<file path="src/hw/timer8_params.svh">
`ifndef TIMER8_PARAMS_SVH
`define TIMER8_PARAMS_SVH

// Register offsets
`define OFS_TIMER_CONTROL_A  8'h24
`define OFS_TIMER_COUNT      8'h26
`define OFS_COMPARE_VALUE_A  8'h27
`define OFS_TIMER_IRQ_MASK   8'h28
`define OFS_TIMER_IRQ_FLAGS  8'h29

// Control field positions
`define BIT_FORCE_COMPARE    7
`define BIT_WAVE_MODE_LOW    6
`define BIT_ACTION_UPPER     5
`define BIT_ACTION_LOWER     4
`define BIT_WAVE_MODE_HIGH   3
`define BIT_CLOCK_SEL_HI     2

// Mask and flag positions
`define BIT_MATCH            1
`define BIT_WRAP             0

// Reset values
`define RST_CONTROL          8'h00
`define RST_COUNT            8'h00
`define RST_COMPARE          8'h00
`define RST_MASK             2'h0
`define RST_FLAGS            2'h0

// Counter limits
`define COUNT_MAX            8'hFF
`define COUNT_BOTTOM         8'h00

// Prescaler taps
`define TAP_DIV8             10'h007
`define TAP_DIV64            10'h03F
`define TAP_DIV256           10'h0FF
`define TAP_DIV1024          10'h3FF

`endif

</file>
<file path="src/hw/timer8_pkg.sv">
package timer8_pkg;

	typedef enum logic [1:0] {
		MODE_NORMAL,
		MODE_PHASE_PWM,
		MODE_CLEAR_ON_MATCH,
		MODE_FAST_PWM
	} mode_type;

	typedef struct packed {
		logic       waveform_mode_low;
		logic [1:0] compare_output_action;
		logic       waveform_mode_high;
		logic [2:0] clock_source_select;
	} control_type;

	typedef struct packed {
		logic wave;
		logic pin_out;
		logic pin_oe;
	} pin_type;

	typedef struct packed {
		control_type ctrl;
		logic [7:0]  counter_value;
		logic [7:0]  compare_active;
		logic [7:0]  compare_buffer;
		logic        match_interrupt_enable;
		logic        wrap_interrupt_enable;
		logic        match_flag;
		logic        wrap_flag;
		logic        count_down;
		logic        skip_match;
		logic [9:0]  prescale;
		logic        ext_meta;
		logic        ext_sync;
		logic        ext_prev;
		logic [7:0]  rdata;
		logic        match_irq;
		logic        wrap_irq;
		pin_type     pin;
	} state_type;

endpackage : timer8_pkg

</file>
<file path="src/hw/timer8_compare_waveform.sv">
// Overview of operation
// - Force strobe works only in non-PWM modes
// - Force strobe applies current action immediately
// - Forced compare sets no flag, no clear
// - Force strobe bit always reads zero
// - Mode bits 6,3 pick mode and TOP
// - Compare update timing and wrap flag point
// - Nonzero action overrides pin; direction enables drive
// - Non-PWM actions: off, toggle, clear, set
// - Fast PWM actions with BOTTOM set/clear
// - Fast PWM compare at TOP ignored
// - Phase PWM actions by count direction
// - Phase PWM compare at TOP acts at TOP
// - Clock select stop, direct, prescaler taps
// - Codes 110/111 count external edges
// - External edges count even when pin outputs
// - Counter readable, writable; write blocks next match
// - Compare value checked against counter continuously
// - Match request needs enable, global, flag
// - Wrap request needs enable, global, flag
// - Match flag set on match, cleared
// - Wrap flag set on overflow, cleared
//
// The implementer's own choice: the address-and-strobe port.
`timescale 1ns/1ps
`include "timer8_params.svh"

module timer8_compare_waveform (
	input  wire logic       clk_i,
	input  wire logic       reset_n_i,
	input  wire logic [7:0] addr_i,
	input  wire logic [7:0] wdata_i,
	input  wire logic       wr_i,
	input  wire logic       rd_i,
	output logic      [7:0] rdata_o,
	input  wire logic       global_irq_enable_i,
	input  wire logic       match_vector_taken_i,
	input  wire logic       wrap_vector_taken_i,
	output logic            match_irq_o,
	output logic            wrap_irq_o,
	input  wire logic       ext_count_i,
	input  wire logic       port_data_i,
	input  wire logic       port_dir_out_i,
	output logic            waveform_output_o,
	output logic            waveform_output_oe_o
);

	timer8_pkg::state_type state_reg;
	timer8_pkg::state_type state_next;

	timer8_pkg::mode_type mode;
	logic       non_pwm;
	logic       wr_ctrl;
	logic       wr_count;
	logic       wr_compare;
	logic       wr_mask;
	logic       wr_flags;
	logic       tick;
	logic       at_max;
	logic       at_bottom;
	logic       match;
	logic       action_hi;
	logic       action_lo;
	logic [7:0] ctrl_byte;

	assign wr_ctrl    = wr_i && (addr_i == `OFS_TIMER_CONTROL_A);
	assign wr_count   = wr_i && (addr_i == `OFS_TIMER_COUNT);
	assign wr_compare = wr_i && (addr_i == `OFS_COMPARE_VALUE_A);
	assign wr_mask    = wr_i && (addr_i == `OFS_TIMER_IRQ_MASK);
	assign wr_flags   = wr_i && (addr_i == `OFS_TIMER_IRQ_FLAGS);

	// Mode bits are split across bit 6 and bit 3
	assign mode = timer8_pkg::mode_type'({state_reg.ctrl.waveform_mode_high,
		state_reg.ctrl.waveform_mode_low});
	assign non_pwm = (mode == timer8_pkg::MODE_NORMAL) ||
		(mode == timer8_pkg::MODE_CLEAR_ON_MATCH);

	assign action_hi = state_reg.ctrl.compare_output_action[1];
	assign action_lo = state_reg.ctrl.compare_output_action[0];

	assign at_max    = (state_reg.counter_value == `COUNT_MAX);
	assign at_bottom = (state_reg.counter_value == `COUNT_BOTTOM);

	// Continuous equality, suppressed once after a counter write
	assign match = (state_reg.counter_value == state_reg.compare_active) &&
		!state_reg.skip_match;

	// Strobe bit is never stored, so it reads as zero
	assign ctrl_byte = {1'b0, state_reg.ctrl.waveform_mode_low,
		state_reg.ctrl.compare_output_action,
		state_reg.ctrl.waveform_mode_high,
		state_reg.ctrl.clock_source_select};

	// Timer clock enable selection
	always_comb begin
		case (state_reg.ctrl.clock_source_select)
			3'h0: tick = 1'b0;
			3'h1: tick = 1'b1;
			3'h2: tick = (state_reg.prescale[2:0] == `TAP_DIV8);
			3'h3: tick = (state_reg.prescale[5:0] == `TAP_DIV64);
			3'h4: tick = (state_reg.prescale[7:0] == `TAP_DIV256);
			3'h5: tick = (state_reg.prescale == `TAP_DIV1024);
			// Pin direction is not consulted, so software may drive it
			3'h6: tick = state_reg.ext_prev && !state_reg.ext_sync;
			3'h7: tick = !state_reg.ext_prev && state_reg.ext_sync;
			default: tick = 1'b0;
		endcase
	end

	always_comb begin
		state_next = state_reg;

		// Free-running prescaler; taps are its all-ones states
		state_next.prescale = state_reg.prescale + 10'h001;

		// Synchroniser, then one stage for edge detection
		state_next.ext_meta = ext_count_i;
		state_next.ext_sync = state_reg.ext_meta;
		state_next.ext_prev = state_reg.ext_sync;

		// Counting and waveform generation
		if (tick) begin
			state_next.skip_match = 1'b0;
			case (mode)
				timer8_pkg::MODE_NORMAL: begin
					state_next.counter_value = state_reg.counter_value + 8'h01;
					if (at_max) begin
						state_next.wrap_flag = 1'b1;
					end
					if (match) begin
						case (state_reg.ctrl.compare_output_action)
							2'h1: state_next.pin.wave = !state_reg.pin.wave;
							2'h2: state_next.pin.wave = 1'b0;
							2'h3: state_next.pin.wave = 1'b1;
							default: state_next.pin.wave = state_reg.pin.wave;
						endcase
					end
				end
				timer8_pkg::MODE_CLEAR_ON_MATCH: begin
					// TOP is the compare value in this mode
					if (match) begin
						state_next.counter_value = `COUNT_BOTTOM;
					end else begin
						state_next.counter_value = state_reg.counter_value + 8'h01;
					end
					if (at_max) begin
						state_next.wrap_flag = 1'b1;
					end
					if (match) begin
						case (state_reg.ctrl.compare_output_action)
							2'h1: state_next.pin.wave = !state_reg.pin.wave;
							2'h2: state_next.pin.wave = 1'b0;
							2'h3: state_next.pin.wave = 1'b1;
							default: state_next.pin.wave = state_reg.pin.wave;
						endcase
					end
				end
				timer8_pkg::MODE_FAST_PWM: begin
					state_next.counter_value = state_reg.counter_value + 8'h01;
					if (at_max) begin
						state_next.wrap_flag = 1'b1;
						// Buffered compare loads as the count reaches BOTTOM
						state_next.compare_active = state_reg.compare_buffer;
					end
					if (action_hi) begin
						// Compare at TOP is skipped; BOTTOM action still runs
						if (match && (state_reg.compare_active != `COUNT_MAX)) begin
							state_next.pin.wave = action_lo;
						end
						if (at_max) begin
							state_next.pin.wave = !action_lo;
						end
					end
				end
				timer8_pkg::MODE_PHASE_PWM: begin
					if (state_reg.count_down) begin
						if (at_bottom) begin
							state_next.count_down = 1'b0;
							state_next.counter_value = state_reg.counter_value + 8'h01;
							state_next.wrap_flag = 1'b1;
						end else begin
							state_next.counter_value = state_reg.counter_value - 8'h01;
						end
					end else begin
						if (at_max) begin
							state_next.count_down = 1'b1;
							state_next.counter_value = state_reg.counter_value - 8'h01;
							state_next.compare_active = state_reg.compare_buffer;
						end else begin
							state_next.counter_value = state_reg.counter_value + 8'h01;
						end
					end
					if (action_hi) begin
						if (state_reg.compare_active == `COUNT_MAX) begin
							// Keeps the output symmetric about TOP
							if (at_max) begin
								state_next.pin.wave = !action_lo;
							end
						end else if (match) begin
							if (state_reg.count_down) begin
								state_next.pin.wave = !action_lo;
							end else begin
								state_next.pin.wave = action_lo;
							end
						end
					end
				end
				default: state_next.counter_value = state_reg.counter_value;
			endcase
			if (match) begin
				state_next.match_flag = 1'b1;
			end
		end

		// Clearing by write-one or vector, the wrap vector only on a cycle without a tick; a same-cycle set wins
		if ((wr_flags && wdata_i[`BIT_MATCH]) || match_vector_taken_i) begin
			state_next.match_flag = tick && match;
		end
		if ((wr_flags && wdata_i[`BIT_WRAP]) || wrap_vector_taken_i) begin
			state_next.wrap_flag = state_next.wrap_flag && tick &&
				!((wr_flags && wdata_i[`BIT_WRAP]) || wrap_vector_taken_i &&
				!state_next.wrap_flag);
			if (tick && ((mode == timer8_pkg::MODE_PHASE_PWM) ?
					(state_reg.count_down && at_bottom) : at_max)) begin
				state_next.wrap_flag = 1'b1;
			end
		end

		// Register writes
		if (wr_ctrl) begin
			state_next.ctrl.waveform_mode_low     = wdata_i[`BIT_WAVE_MODE_LOW];
			state_next.ctrl.compare_output_action =
				wdata_i[`BIT_ACTION_UPPER:`BIT_ACTION_LOWER];
			state_next.ctrl.waveform_mode_high    = wdata_i[`BIT_WAVE_MODE_HIGH];
			state_next.ctrl.clock_source_select   = wdata_i[`BIT_CLOCK_SEL_HI:0];
			// Forced match uses the action already in effect, before this write
			// is the writer's duty; the mode check covers a slip
			if (wdata_i[`BIT_FORCE_COMPARE] && non_pwm) begin
				case (state_reg.ctrl.compare_output_action)
					2'h1: state_next.pin.wave = !state_reg.pin.wave;
					2'h2: state_next.pin.wave = 1'b0;
					2'h3: state_next.pin.wave = 1'b1;
					default: state_next.pin.wave = state_reg.pin.wave;
				endcase
			end
		end
		if (wr_count) begin
			state_next.counter_value = wdata_i;
			state_next.skip_match    = 1'b1;
		end
		if (wr_compare) begin
			state_next.compare_buffer = wdata_i;
			if (non_pwm) begin
				state_next.compare_active = wdata_i;
			end
		end
		if (wr_mask) begin
			state_next.match_interrupt_enable = wdata_i[`BIT_MATCH];
			state_next.wrap_interrupt_enable  = wdata_i[`BIT_WRAP];
		end

		// Read data stands only in the cycle after the strobe
		state_next.rdata = 8'h00;
		if (rd_i) begin
			case (addr_i)
				`OFS_TIMER_CONTROL_A: state_next.rdata = ctrl_byte;
				`OFS_TIMER_COUNT:     state_next.rdata = state_reg.counter_value;
				`OFS_COMPARE_VALUE_A: state_next.rdata = state_reg.compare_buffer;
				`OFS_TIMER_IRQ_MASK:  state_next.rdata = {6'h00,
					state_reg.match_interrupt_enable, state_reg.wrap_interrupt_enable};
				`OFS_TIMER_IRQ_FLAGS: state_next.rdata = {6'h00,
					state_reg.match_flag, state_reg.wrap_flag};
				default:              state_next.rdata = 8'h00;
			endcase
		end

		// Requests follow the registered flags one cycle later
		state_next.match_irq = state_reg.match_interrupt_enable &&
			global_irq_enable_i && state_reg.match_flag;
		state_next.wrap_irq = state_reg.wrap_interrupt_enable &&
			global_irq_enable_i && state_reg.wrap_flag;

		// Pin mux: any nonzero action takes over the port function
		if (state_reg.ctrl.compare_output_action != 2'h0) begin
			state_next.pin.pin_out = state_reg.pin.wave;
		end else begin
			state_next.pin.pin_out = port_data_i;
		end
		state_next.pin.pin_oe = port_dir_out_i;
	end

	always_ff @(posedge clk_i) begin
		if (!reset_n_i) begin
			state_reg <= '0;
			state_reg.ctrl <= timer8_pkg::control_type'(7'(`RST_CONTROL));
			state_reg.counter_value <= `RST_COUNT;
			state_reg.compare_active <= `RST_COMPARE;
			state_reg.compare_buffer <= `RST_COMPARE;
		end else begin
			state_reg <= state_next;
		end
	end

	assign rdata_o              = state_reg.rdata;
	assign match_irq_o          = state_reg.match_irq;
	assign wrap_irq_o           = state_reg.wrap_irq;
	assign waveform_output_o    = state_reg.pin.pin_out;
	assign waveform_output_oe_o = state_reg.pin.pin_oe;

endmodule : timer8_compare_waveform

</file>
<file path="config.mk">
export PLATFORM = sky130hd
export DESIGN_NAME = timer8_compare_waveform
export DESIGN_NICKNAME = d
export VERILOG_FILES = /design/src/hw/timer8_pkg.sv /design/src/hw/timer8_compare_waveform.sv
export VERILOG_INCLUDE_DIRS = /design/src /design/src/hw
export SDC_FILE = /design/constraint.sdc
export NUM_CORES = 1
export LEC_CHECK = 0
export BUFFER_PORTS_ARGS = -buffer_cell sky130_fd_sc_hd__buf_2
export CORE_UTILIZATION = 45
export DETAILED_ROUTE_END_ITERATION = 6
export GPL_TIMING_DRIVEN = 0
export PLACE_DENSITY = 0.72
export SLEW_MARGIN = 30
export SYNTH_ARGS = -nofsm -noshare
export SYNTH_HDL_FRONTEND = slang
export SYNTH_SLANG_ARGS = --single-unit
</file>
<file path="constraint.sdc">
create_clock -name clk_i -period 2.6 [get_ports clk_i]
set_clock_uncertainty 0.2 [all_clocks]
set_input_delay 0.26 -clock clk_i [delete_from_list [all_inputs] [get_ports clk_i]]
set_output_delay 0.26 -clock clk_i [all_outputs]
set_load 0.01 [all_outputs]
</file>
Word level (Yosys, flattened, before mapping)
Index checks and enable logic that the tools add are counted.

storage, ports and cells
  flip-flop bits (word level) = 63
  bits of input ports = 26
  output and inout port bits = 12
  word-level logic and storage cells = 141

cells by class
  add/sub/neg operators = 3
  equal/unequal tests = 26
  multiplexer cells = 43
  reduce and logical (&&, ||, !) cells = 46

operators with widths
  cell                   count
  $mux 8                 8
  $eq 8x6->1 const B     5
  $pmux 8 s5             1
  $mux 16                2
  $eq 8x8->1 const B     3
  $mux 1                 24
  $pmux 8 s3             1
  $logic_and 1x1->1      22
  $pmux 8 s2             1
  $eq 3x3->1 const B     5
  $add 10x1->10 const B  1
  $eq 10x10->1 const B   1
  $add 8x1->8 const B    1
  $eq 2x2->1 const B     4
  $eq 8x8->1             1
  $logic_not 8->1        1
  $ne 8x8->1 const B     1
  $pmux 1 s8             1
  $reduce_bool 2->1      4
  $sub 8x1->8 const B    1
  $logic_not 1->1        7
  $eq 3x2->1 const B     2
  $eq 6x6->1 const B     1
  $pmux 1 s3             2
  other kinds (11)       18

Longest topological paths before layout
Gate-level depths: netlist of run 1.

  word-level depth = 12
  depth in mapped cells = 10
  mapped depth without buffers = 8

Worst setup path before layout of run 1
No wires, ideal clock.

  path type = reg-to-reg
  start = register state_reg[48] in the netlist's numbering
  end = register state_reg[49] in the netlist's numbering
  setup time = 0.070 ns
  data arrival time = 1.989 ns
  required time = 2.330 ns
  setup slack = 0.340 ns
  stages on the path, launching flop included = 10
  path buffers = 2
  period minus slack after synthesis = 2.260 ns
  cell sequence = dfxtp_1 -> clkbuf_1 -> inv_1 -> ha_1 -> and3_1 -> buf_2 -> or4_1 -> a21oi_1 -> o2111ai_1 -> a21oi_1

on the way
  longest elaborated chain between the ends = 6
  elaborated cells on any way between the ends = 13
  those cells by class = 2 x add/sub; 2 x eq/ne; 7 x mux; 2 x reduce/logical

RTL lines
  element                                    line                                                            source
  start, declared                            timer8_compare_waveform.sv:48                                   timer8_pkg::state_type state_reg;
  start signal, assigned                     timer8_compare_waveform.sv:300                                  state_reg <= state_next;
  $add 8x1->8, or another cell as far along  -
  $mux 8, or another cell as far along       timer8_compare_waveform.sv:185                                  if (at_max) begin
  $mux 8, on equally long branches           timer8_compare_waveform.sv:176, timer8_compare_waveform.sv:141
  $pmux 8 s3 (*)                             timer8_compare_waveform.sv:124                                  case (mode)
  $mux 16 (*)                                timer8_compare_waveform.sv:122                                  if (tick) begin
  $mux 8 (*)                                 timer8_compare_waveform.sv:247                                  if (wr_count) begin

Every way passes the cells marked *; elsewhere a longest branch is shown, timed or not. The select of a mux whose other input is x is not followed.
A chain may end at the register's enable or synchronous reset.

Worst setup path after layout of run 1
Same ends and word-level chain as after synthesis.

==> reports/results.tsv, run 1 <==
stage	metric	value	unit
die	Ports	38	
drt	Routed Wire Length	10600	µm
placement	pre-CTS setup slack	-0.0356	ns
grt	first-pass GRT wire length	16900	µm
sta	Final Hold Vio Count	0	
sta	fmax	400	MHz
pwr	peak supply drop	0.561	mV
critical_path	Startpoint Class	flip-flop	
synth	Seq/Total Area, Yosys	32.8	%
die	Initial Utilization	46.6	%
layout	Final Cell Area	4410	µm²
drt	remaining antenna violation count	0	
pwr	Clock power frac	44.5	%
synth	syn nets	508	
cts	H-tree depth	3	
layout	share of cells above drive strength 1	18.4	%
grt	Overflow after GRT	0	
synth	syn_area_per_cell	8.13	µm²
placement	DP HPWL	7730	µm
critical_path	Critical Path RT	2.66	ns
sta	unrepaired setup endpoints after global routing	no	
sta	Final Cycle Share	96.2	%
grt	initial antenna violation count	0	
cts	CTS tree	built	
grt	largest net degree at the start of global routing	12	
cts	number of CTS-inserted buffers	9	
pwr	NetSw	471	µW
critical_path	Setup crit end kind	flip-flop	
die	chip height	94.4	µm
drt	Post-route DRC	0	
cts	clk slew on worst S/H paths	0.08	ns
layout	number of flip-flops in the largest register	42	
synth	Post-synth EDFFs	0	
layout	most frequent cells in the layout	63 x dfxtp_1, 53 x nor2_1, 43 x buf_2	
synth	Syn Inst Count	473	
drt	DR vias	3701	
pwr	total chip power	1.95	mW
sta	Slew @ Worst Pin	0.645	ns
drt	Routed wire per std cell	16.7	µm
cts	clk sinks	63	
grt	vias in the first global route	3294	
cts	Clock Latency Late Sink	0.35	ns
synth	top cells by area, synth	dfxtp_1 33%, nor2_1 5.3%, a21oi_1 4.7%	
drt	Detailed Route Iter0 Violations	291	
pwr	Reg power frac	50.1	%
pwr	Comb pwr share	5.4	%
die	FP Rows	33	
synth	Post-synth ARST share	0	%
drt	Initial DRT Pass Iterations	5	
layout	n_diodes	0	
synth	post-synth top area share	32.8	%
die	overall die area	8920	µm²
sta	Final WS setup	0.0979	ns
die	DIE WIDTH	94.4	µm
cts	Max Root-Sink Buffers	2	
drt	vias per std cell	5.86	
critical_path	R2R setup slack	0.1	ns
pwr	leakage	1.72	nW
placement	routability cong.	0.965	
synth	Top FF cell, synth	dfxtp_1	
placement	Area after DPL	4160	µm²
sta	setup TNS	0	ns
status	status	complete, no violations	
job	Max-cap violations	0	
layout	Layout Nets	557	
synth	Yosys warnings	0	
sta	max_slew headroom	57.0	%
grt	overall global routing resource usage	24.8	%
synth	post-synth cell types	65	
min_path	Hold Path Class	in -> reg	
critical_path	Critical Path AT	2.56	ns
pwr	Power Internal	1.48	mW
synth	Mapped Area	3840	µm²
sta	crit path time final	2.50	ns
critical_path	CP Max Fanout	10	
cts	clock root buffer	clkbuf_8	
layout	Finished Core Util	53.4	%
sta	pins over their slew limit	0	
sta	final-report setup violation count	0	
synth	synthesized flop and latch total	63	
layout	commonest non-fill, non-tap cell in the layout	dfxtp_1	
die	core area	8260	µm²
critical_path	kind of critical path	reg -> reg	
pwr	pwr/cell area	443	nW/µm²
layout	Layout area overhead	14.7	%
pwr	Switching Fraction	24.1	%
synth	Yosys top cell by area	dfxtp_1	
placement	IO Port Bufs	36	
-- critical path, stage by stage, from the launching register on --
cell,delay [ns]
dfxtp_1,0.38
clkbuf_2,0.29
inv_1,0.10
ha_1,0.22
and3_1,0.14
buf_2,0.15
or4_1,0.47
a21oi_1,0.16
o2111ai_1,0.15
a21oi_1,0.17
-- power groups by stage --
stage	logic [mW]	clock network, mW	registers [mW]
5_1_grt	0.116	0.916	0.979
6_report	0.106	0.869	0.979
3_3_place_gp	0.0993	0	1.00
3_5_place_dp	0.101	0	1.00
4_1_cts	0.105	0.871	0.978
2_1_floorplan	0.0510	0	1.00
-- final cells by class --
cell class                      count  area (µm²)
Buffer                             39         235
Fill cell                         801        3850
Sequential cell                    63        1260
Clock inverter                      5        56.3
Clock buffer                       11         141
Multi-Input combinational cell    349        2290
Tap cell                          105         131
Timing Repair Buffer               39         210
Inverter                           21        82.6
-- layer usage --
layer  vias to the layer above  GRT usage (%)  part of all wire (%)
met2                       156           38.5                    46
met5                         -              0                     0
li1                       1781              -                     -
met4                         0           10.0                   2.9
met3                        25           4.59                   7.3
met1                      1739           33.7                    44
-- through the flow --
step	hold WS (ns)	cells
detailed placement	0.228	614
finish	0.0234	632
global placement	0.219	614
floorplan	0.187	473
CTS	0.0238	633
global route	0.0410	632
-- logic make-up (layout without fill, tap and decap cells) --
family / Yosys count / in the layout / synth area share (%)
simple gates: 181 / 181 / 24.5
compound gates: 112 / 112 / 19.3
flops: 63 / 63 / 32.8
buf+inv: 61 / 115 / 8.23
xor+xnor: 26 / 26 / 6.51
mux: 21 / 21 / 5.66
fa+ha+maj: 9 / 9 / 2.93
-- worst paths after layout --
path                              startpoint                          to  cells past startpoint
hold / removal                    wdata_i[1]   ctrl_byte[1]$_SDFFE_PN0P_                      3
hold reg to reg    state_next[14]$_SDFF_PN0_   state_next[13]$_SDFF_PN0_                      1
setup reg to reg  state_reg[48]$_SDFFE_PN0P_  state_reg[49]$_SDFFE_PN0P_                      9
setup / recovery  state_reg[48]$_SDFFE_PN0P_  state_reg[49]$_SDFFE_PN0P_                      9
-- synth_stat cells (all sizes together), types with 3 or more instances --
cell type	n
dfxtp	63
nor2	54
a21oi	36
nand2	29
buf	27
nand3	27
inv	20
o21ai	20
xor2	20
mux2i	18
clkbuf	13
nor3	13
a31oi	11
nand4	11
ha	9
a22oi	8
and2	8
o22a	8
or3	6
xnor2	6
and3	5
o2111ai	5
nand2b	4
nor3b	4
a221o	3
a221oi	3
and4	3
mux2	3
nand3b	3
nor2b	3
nor4	3
-- repair_timing --
item / CTS / global route
gates resized for setup: 1 / 6
hold buffers: 3 / 0
setup endpoints to repair: 1 / 10
setup buffers: 0 / 0
hold endpoints to repair: 3 / 0
No activity file was read; power rests on OpenSTA's default activity.
==> run 2: changes to the inputs <==
--- a/config.mk
+++ b/config.mk
@@ -11,6 +11,7 @@
 export DETAILED_ROUTE_END_ITERATION = 6
 export GPL_TIMING_DRIVEN = 0
 export PLACE_DENSITY = 0.72
+export RECOVER_POWER = 100
 export SLEW_MARGIN = 30
 export SYNTH_ARGS = -nofsm -noshare
 export SYNTH_HDL_FRONTEND = slang
==> run 2 against run 1 <==
Net effect:
- wire length increased by 0.80%
- highest routed layer unchanged
- clock-buffer cell count unchanged
- critical path type unchanged
- sequential share of layout area increased by 0.16 points
- critical endpoint unchanged
- largest cell class unchanged
==> reports/results.tsv, run 2 (synthesis gave the netlist of run 1 again) <==
stage	metric	value	unit	change
layout	multi-input logic area	2280	µm²	-0.27%
critical_path	Crit path top cell by count	a21oi_1		
layout	Layout Nets	557		unchanged
layout	Reg area	1260	µm²	unchanged
placement	pre-CTS setup slack	-0.0356	ns	unchanged
die	DIE WIDTH	94.4	µm	unchanged
die	FP Rows	33		unchanged
layout	Final Non-Filler Cells	632		unchanged
min_path	hold path depth	3		unchanged
cts	clk sinks	63		unchanged
placement	IO Port Bufs	36		unchanged
pwr	leakage	1.66	nW	-3.7%
die	Initial Utilization	46.6	%	unchanged
critical_path	slowest stage cell, crit path	or4_1		
placement	DP HPWL	7730	µm	unchanged
sta	fmax	401	MHz	+0.41%
pwr	total chip power	1.95	mW	-0.39%
layout	n_diodes	0		unchanged
sta	Final Cycle Share	95.8	%	-0.40 points
die	core area	8260	µm²	unchanged
sta	setup TNS	0	ns	unchanged
drt	remaining antenna violation count	0		unchanged
job	Max-cap violations	0		unchanged
drt	Initial DRT Pass Iterations	5		unchanged
pwr	peak supply drop	0.559	mV	-0.33%
critical_path	Critical Path Start	state_reg[48]$_SDFFE_PN0P_		
critical_path	reg2reg path depth	9		unchanged
min_path	hold path endpoint	ctrl_byte[1]$_SDFFE_PN0P_		
cts	number of CTS-inserted buffers	9		unchanged
cts	Post-CTS Setup Bufs	0		unchanged
cts	clock root buffer	clkbuf_8		
layout	number of flip-flops in the largest register	42		unchanged
placement	routability cong.	0.965		unchanged
grt	largest net degree at the start of global routing	12		unchanged
grt	first-pass GRT wire length	16900	µm	unchanged
drt	Routed wire per std cell	16.9	µm	+0.80%
layout	most frequent cells in the layout	63 x dfxtp_1, 53 x nor2_1, 36 x a21oi_1		
critical_path	R2R setup slack	0.11	ns	about the same
cts	H-tree depth	3		unchanged
drt	Post-route DRC	0		unchanged
cts	Max Root-Sink Buffers	2		unchanged
sta	final-report setup violation count	0		unchanged
cts	Clock Latency Late Sink	0.34	ns	about the same
min_path	Hold Path Class	in -> reg		
sta	Fin Hold WS	0.0292	ns	+0.00584 ns
die	Ports	38		unchanged
drt	DR vias	3711		+0.27%
critical_path	Critical Path RT	2.66	ns	about the same
status	status	complete, no violations		
placement	dpl cells	614		unchanged
critical_path	Setup crit end kind	flip-flop		
grt	vias in the first global route	3294		unchanged
die	chip height	94.4	µm	unchanged
cts	CTS tree	built		
sta	Final WS setup	0.108	ns	+0.0103 ns
die	overall die area	8920	µm²	unchanged
sta	pins over their slew limit	0		unchanged
critical_path	CP top delay family	simple AND/OR/NAND/NOR gates		
layout	Filler cells	810		+1.1%
drt	Routed Wire Length	10700	µm	+0.80%
sta	Final Hold Vio Count	0		unchanged
layout	commonest non-fill, non-tap cell in the layout	dfxtp_1		
grt	overall global routing resource usage	24.8	%	unchanged
critical_path	Startpoint Class	flip-flop		
layout	Finished Core Util	53.1	%	-0.29 points
sta	crit path time final	2.49	ns	-0.0103 ns
critical_path	CP peak stage delay	0.47	ns	about the same
pwr	pwr/cell area	444	nW/µm²	+0.15%
grt	Overflow after GRT	0		unchanged
min_path	worst hold start	wdata_i[1]		
layout	Layout area overhead	14.1	%	
critical_path	critical path depth in cells	9		unchanged
drt	Detailed Route Iter0 Violations	302		+3.8%
critical_path	kind of critical path	reg -> reg		
critical_path	reg2reg end	state_reg[49]$_SDFFE_PN0P_		
layout	Final Cell Area	4390	µm²	-0.54%
critical_path	Buf+Inv Stages, Crit Path	3		unchanged
sta	unrepaired setup endpoints after global routing	no		
layout	share of cells above drive strength 1	15.4	%	-3.0 points
cts	clk slew on worst S/H paths	0.08	ns	about the same
drt	vias per std cell	5.87		+0.27%
sta	max_slew headroom	56.9	%	-0.076 points
critical_path	worst path cell trace	clkbuf_2, inv_1, ha_1, and3_1, buf_2, or4_1, a21oi_1, o2111ai_1, a21oi_1		
critical_path	Reg-to-Reg Start	state_reg[48]$_SDFFE_PN0P_		
grt	initial antenna violation count	0		unchanged
sta	Slew @ Worst Pin	0.646	ns	+0.00114 ns
placement	Area after DPL	4160	µm²	unchanged
critical_path	CP Max Fanout	10		unchanged
critical_path	Critical Path AT	2.55	ns	about the same
run 2: worst min-delay path, cell delays in order:
cell and delay, ns:
buf_2 0.14, nand3_1 0.07, a21oi_1 0.05
run 2: power breakdown:
part	switching [mW]	total [mW]	internal, mW	leakage [nW]
Clock	0.394	0.863	0.469	0.0997
Combinational	0.0651	0.105	0.0396	1.05
Sequential	0.00580	0.979	0.973	0.509
Total	0.465	1.95	1.48	1.66
run 2: metal layers:
metal  track usage (%)  up-vias  share of wire, %
met5                 0        -                 0
met4              10.0        0               3.3
met3              4.59       31               7.7
met2              38.5      176                46
met1              33.7     1719                43
li1                  -     1785                 -
run 2: how the worst max path moves through the flow:
stage	to
6_report	state_reg[49]$_SDFFE_PN0P_
5_1_grt	state_reg[49]$_SDFFE_PN0P_
4_1_cts	state_reg[47]$_SDFF_PN0_
3_5_place_dp	state_reg[49]$_SDFFE_PN0P_
3_3_place_gp	state_reg[49]$_SDFFE_PN0P_
2_1_floorplan	state_reg[49]$_SDFFE_PN0P_
run 2: repair_timing:
action	CTS	global route
gates resized for setup	1	6
gates cloned	0	0
endpoints found under the setup margin	1	10
hold buffers	3	0
endpoints found under the hold margin	3	0
run 2: area by class of cell:
class	instances	area share [%]
Multi-Input combinational cell	349	52.1
Sequential cell	63	28.8
Buffer	39	5.34
Timing Repair Buffer	39	4.42
Clock buffer	11	3.22
Tap cell	105	3.00
Inverter	21	1.88
Clock inverter	5	1.28
==> run 3: changes to the inputs <==
--- a/config.mk
+++ b/config.mk
@@ -7,6 +7,7 @@
 export NUM_CORES = 1
 export LEC_CHECK = 0
 export BUFFER_PORTS_ARGS = -buffer_cell sky130_fd_sc_hd__buf_2
+export CORE_ASPECT_RATIO = 0.7
 export CORE_UTILIZATION = 45
 export DETAILED_ROUTE_END_ITERATION = 6
 export GPL_TIMING_DRIVEN = 0
==> run 3 against run 2 <==
Net effect:
- cell area rose by 2.5%
- via count rose by 3.2%
- global-route usage up 2.2 points
- setup slack gained 0.018 ns
- sequential share of layout area fell by 0.67 points
- critical path type is now in -> reg
- critical endpoint is now state_reg[52]$_SDFFE_PN0P_
==> reports/results.tsv, run 3 (synthesis gave the netlist of run 1 again) <==
stage	metric	value	unit	change
layout	number of flip-flops in the largest register	42		unchanged
critical_path	Setup crit end kind	flip-flop		
critical_path	worst path cell trace	buf_2, nor4b_1, nand3_1, or3b_1, clkbuf_2, nand4_1, a31oi_1		
grt	vias in the first global route	3480		+5.6%
sta	fmax	404	MHz	+0.73%
cts	CTS tree	built		
grt	first-pass GRT wire length	18200	µm	+7.8%
placement	IO Port Bufs	36		unchanged
placement	routability cong.	0.933		-3.3%
pwr	pwr/cell area	506	nW/µm²	+14%
drt	remaining antenna violation count	0		unchanged
drt	Initial DRT Pass Iterations	5		unchanged
critical_path	CP Max Fanout	10		unchanged
pwr	peak supply drop	0.468	mV	-16%
die	overall die area	8920	µm²	about the same
die	chip height	79.3	µm	-16%
critical_path	Buf+Inv Stages, Crit Path	2		-1
layout	Reg area	1260	µm²	about the same
layout	Filler cells	745		-8.0%
min_path	Hold Path Class	in -> reg		
cts	number of CTS-inserted buffers	9		unchanged
layout	multi-input logic area	2300	µm²	+0.71%
layout	n_diodes	0		unchanged
drt	DR vias	3828		+3.2%
critical_path	CP peak stage delay	0.61	ns	+0.14 ns
critical_path	Critical Path AT	2.48	ns	-0.07 ns
placement	DP HPWL	8420	µm	+9.0%
pwr	leakage	1.70	nW	+2.7%
cts	Clock Latency Late Sink	0.34	ns	about the same
cts	Max Root-Sink Buffers	2		unchanged
pwr	Reg power frac	43.1	%	-7.2 points
drt	Routed Wire Length	11700	µm	+9.9%
critical_path	kind of critical path	in -> reg		
cts	clk sinks	63		unchanged
sta	setup TNS	0	ns	unchanged
pwr	Switching Fraction	21.9	%	-1.9 points
grt	initial antenna violation count	0		unchanged
drt	vias per std cell	6.11		+4.0%
cts	Post-CTS Setup Bufs	0		unchanged
die	DIE WIDTH	112	µm	+19%
drt	Post-route DRC	0		unchanged
sta	Slew @ Worst Pin	0.687	ns	+0.0405 ns
cts	clock root buffer	clkbuf_16		
critical_path	CP top delay family	simple AND/OR/NAND/NOR gates		
critical_path	slowest stage cell, crit path	nor4b_1		
status	status	complete, no violations		
layout	commonest non-fill, non-tap cell in the layout	dfxtp_1		
grt	largest net degree at the start of global routing	11		-1
job	Max-cap violations	0		unchanged
layout	Finished Core Util	55.7	%	+2.6 points
pwr	NetSw	499	µW	+7.5%
die	FP Rows	27		-18%
pwr	Clock power frac	52.1	%	+7.8 points
cts	clk slew on worst S/H paths	0.05	ns	-0.03 ns
pwr	Comb pwr share	4.8	%	-0.6 points
critical_path	Startpoint Class	input pin		
sta	Final Hold Vio Count	0		unchanged
die	Initial Utilization	47.6	%	+1.1 points
critical_path	Critical Path RT	2.60	ns	-0.06 ns
layout	most frequent cells in the layout	62 x dfxtp_1, 53 x nor2_1, 36 x a21oi_1		
pwr	Power Internal	1.78	mW	+20%
grt	Overflow after GRT	0		unchanged
sta	crit path time final	2.47	ns	-0.0181 ns
layout	Layout Nets	557		unchanged
layout	Layout area overhead	16.9	%	
drt	Routed wire per std cell	18.7	µm	+11%
layout	share of cells above drive strength 1	15.8	%	+0.41 points
sta	Final Cycle Share	95.1	%	-0.70 points
sta	pins over their slew limit	0		unchanged
die	Ports	38		unchanged
sta	max_slew headroom	54.0	%	-2.9 points
drt	Detailed Route Iter0 Violations	376		+25%
grt	overall global routing resource usage	27.0	%	+2.2 points
cts	H-tree depth	3		unchanged
sta	final-report setup violation count	0		unchanged
die	core area	8070	µm²	-2.2%
[run 3: cell type report]
class	count	share of cell area, %
clock buffer	12	5.48
sequential	63	28.1
timing repair buffer	39	4.29
multi-input combinational	349	51.2
tap	101	2.81
buffer	39	5.32
inverter	21	1.84
clock inverter	3	0.974
[run 3: worst min-delay path, cell delays in order]
cell	delay [ns]
buf_2	0.13
nand3_1	0.07
a21oi_1	0.05
[run 3: power groups by stage]
| stage | clock network (mW) | logic (mW) | registers, mW |
|---|---|---|---|
| 2_1_floorplan | 0 | 0.0510 | 1.00 |
| 3_3_place_gp | 0 | 0.101 | 1.00 |
| 3_5_place_dp | 0 | 0.102 | 1.00 |
| 4_1_cts | 1.19 | 0.107 | 0.981 |
| 5_1_grt | 1.24 | 0.116 | 0.982 |
| 6_report | 1.19 | 0.109 | 0.982 |
[run 3: routing by layer]
metal  track usage (%)  wire, µm  up-vias  share of wire, %
met2              38.4      4840      210                41
met3              11.9      1280       26                11
met1              35.7      5380     1802                46
met5                 0         0        -                 0
met4              10.0       227        0               1.9
li1                  -         -     1790                 -
[run 3: through the flow]
stage | hold WS [ns] | setup WS (ns) | instances | cell area (µm²) | total power, mW
after CTS | 0.0213 | 0.0148 | 628 | 4480 | 2.28
after global placement | 0.215 | 0.0115 | 610 | 4150 | 1.10
after global routing | 0.0198 | -0.0173 | 627 | 4490 | 2.34
after detailed placement | 0.257 | -0.0397 | 610 | 4150 | 1.10
final | 0.0245 | 0.126 | 627 | 4490 | 2.28
after floorplan | 0.187 | 0.340 | 473 | 3840 | 1.05
[run 3: final timing paths]
check / from / to / slack [ns] / depth (start not counted)
setup / recovery: addr_i[7] / state_reg[52]$_SDFFE_PN0P_ / 0.13 / 7
hold / removal: wdata_i[2] / ctrl_byte[2]$_SDFFE_PN0P_ / 0.02 / 3
setup reg to reg: state_reg[48]$_SDFFE_PN0P_ / state_reg[49]$_SDFFE_PN0P_ / 0.13 / 9
hold reg to reg: state_next[14]$_SDFF_PN0_ / state_next[13]$_SDFF_PN0_ / 0.27 / 1
[run 3: timing repair]
item,in CTS,in global routing
endpoints found under the setup margin,2,20
hold buffers,3,0
endpoints found under the hold margin,3,0
gates resized for setup,2,13
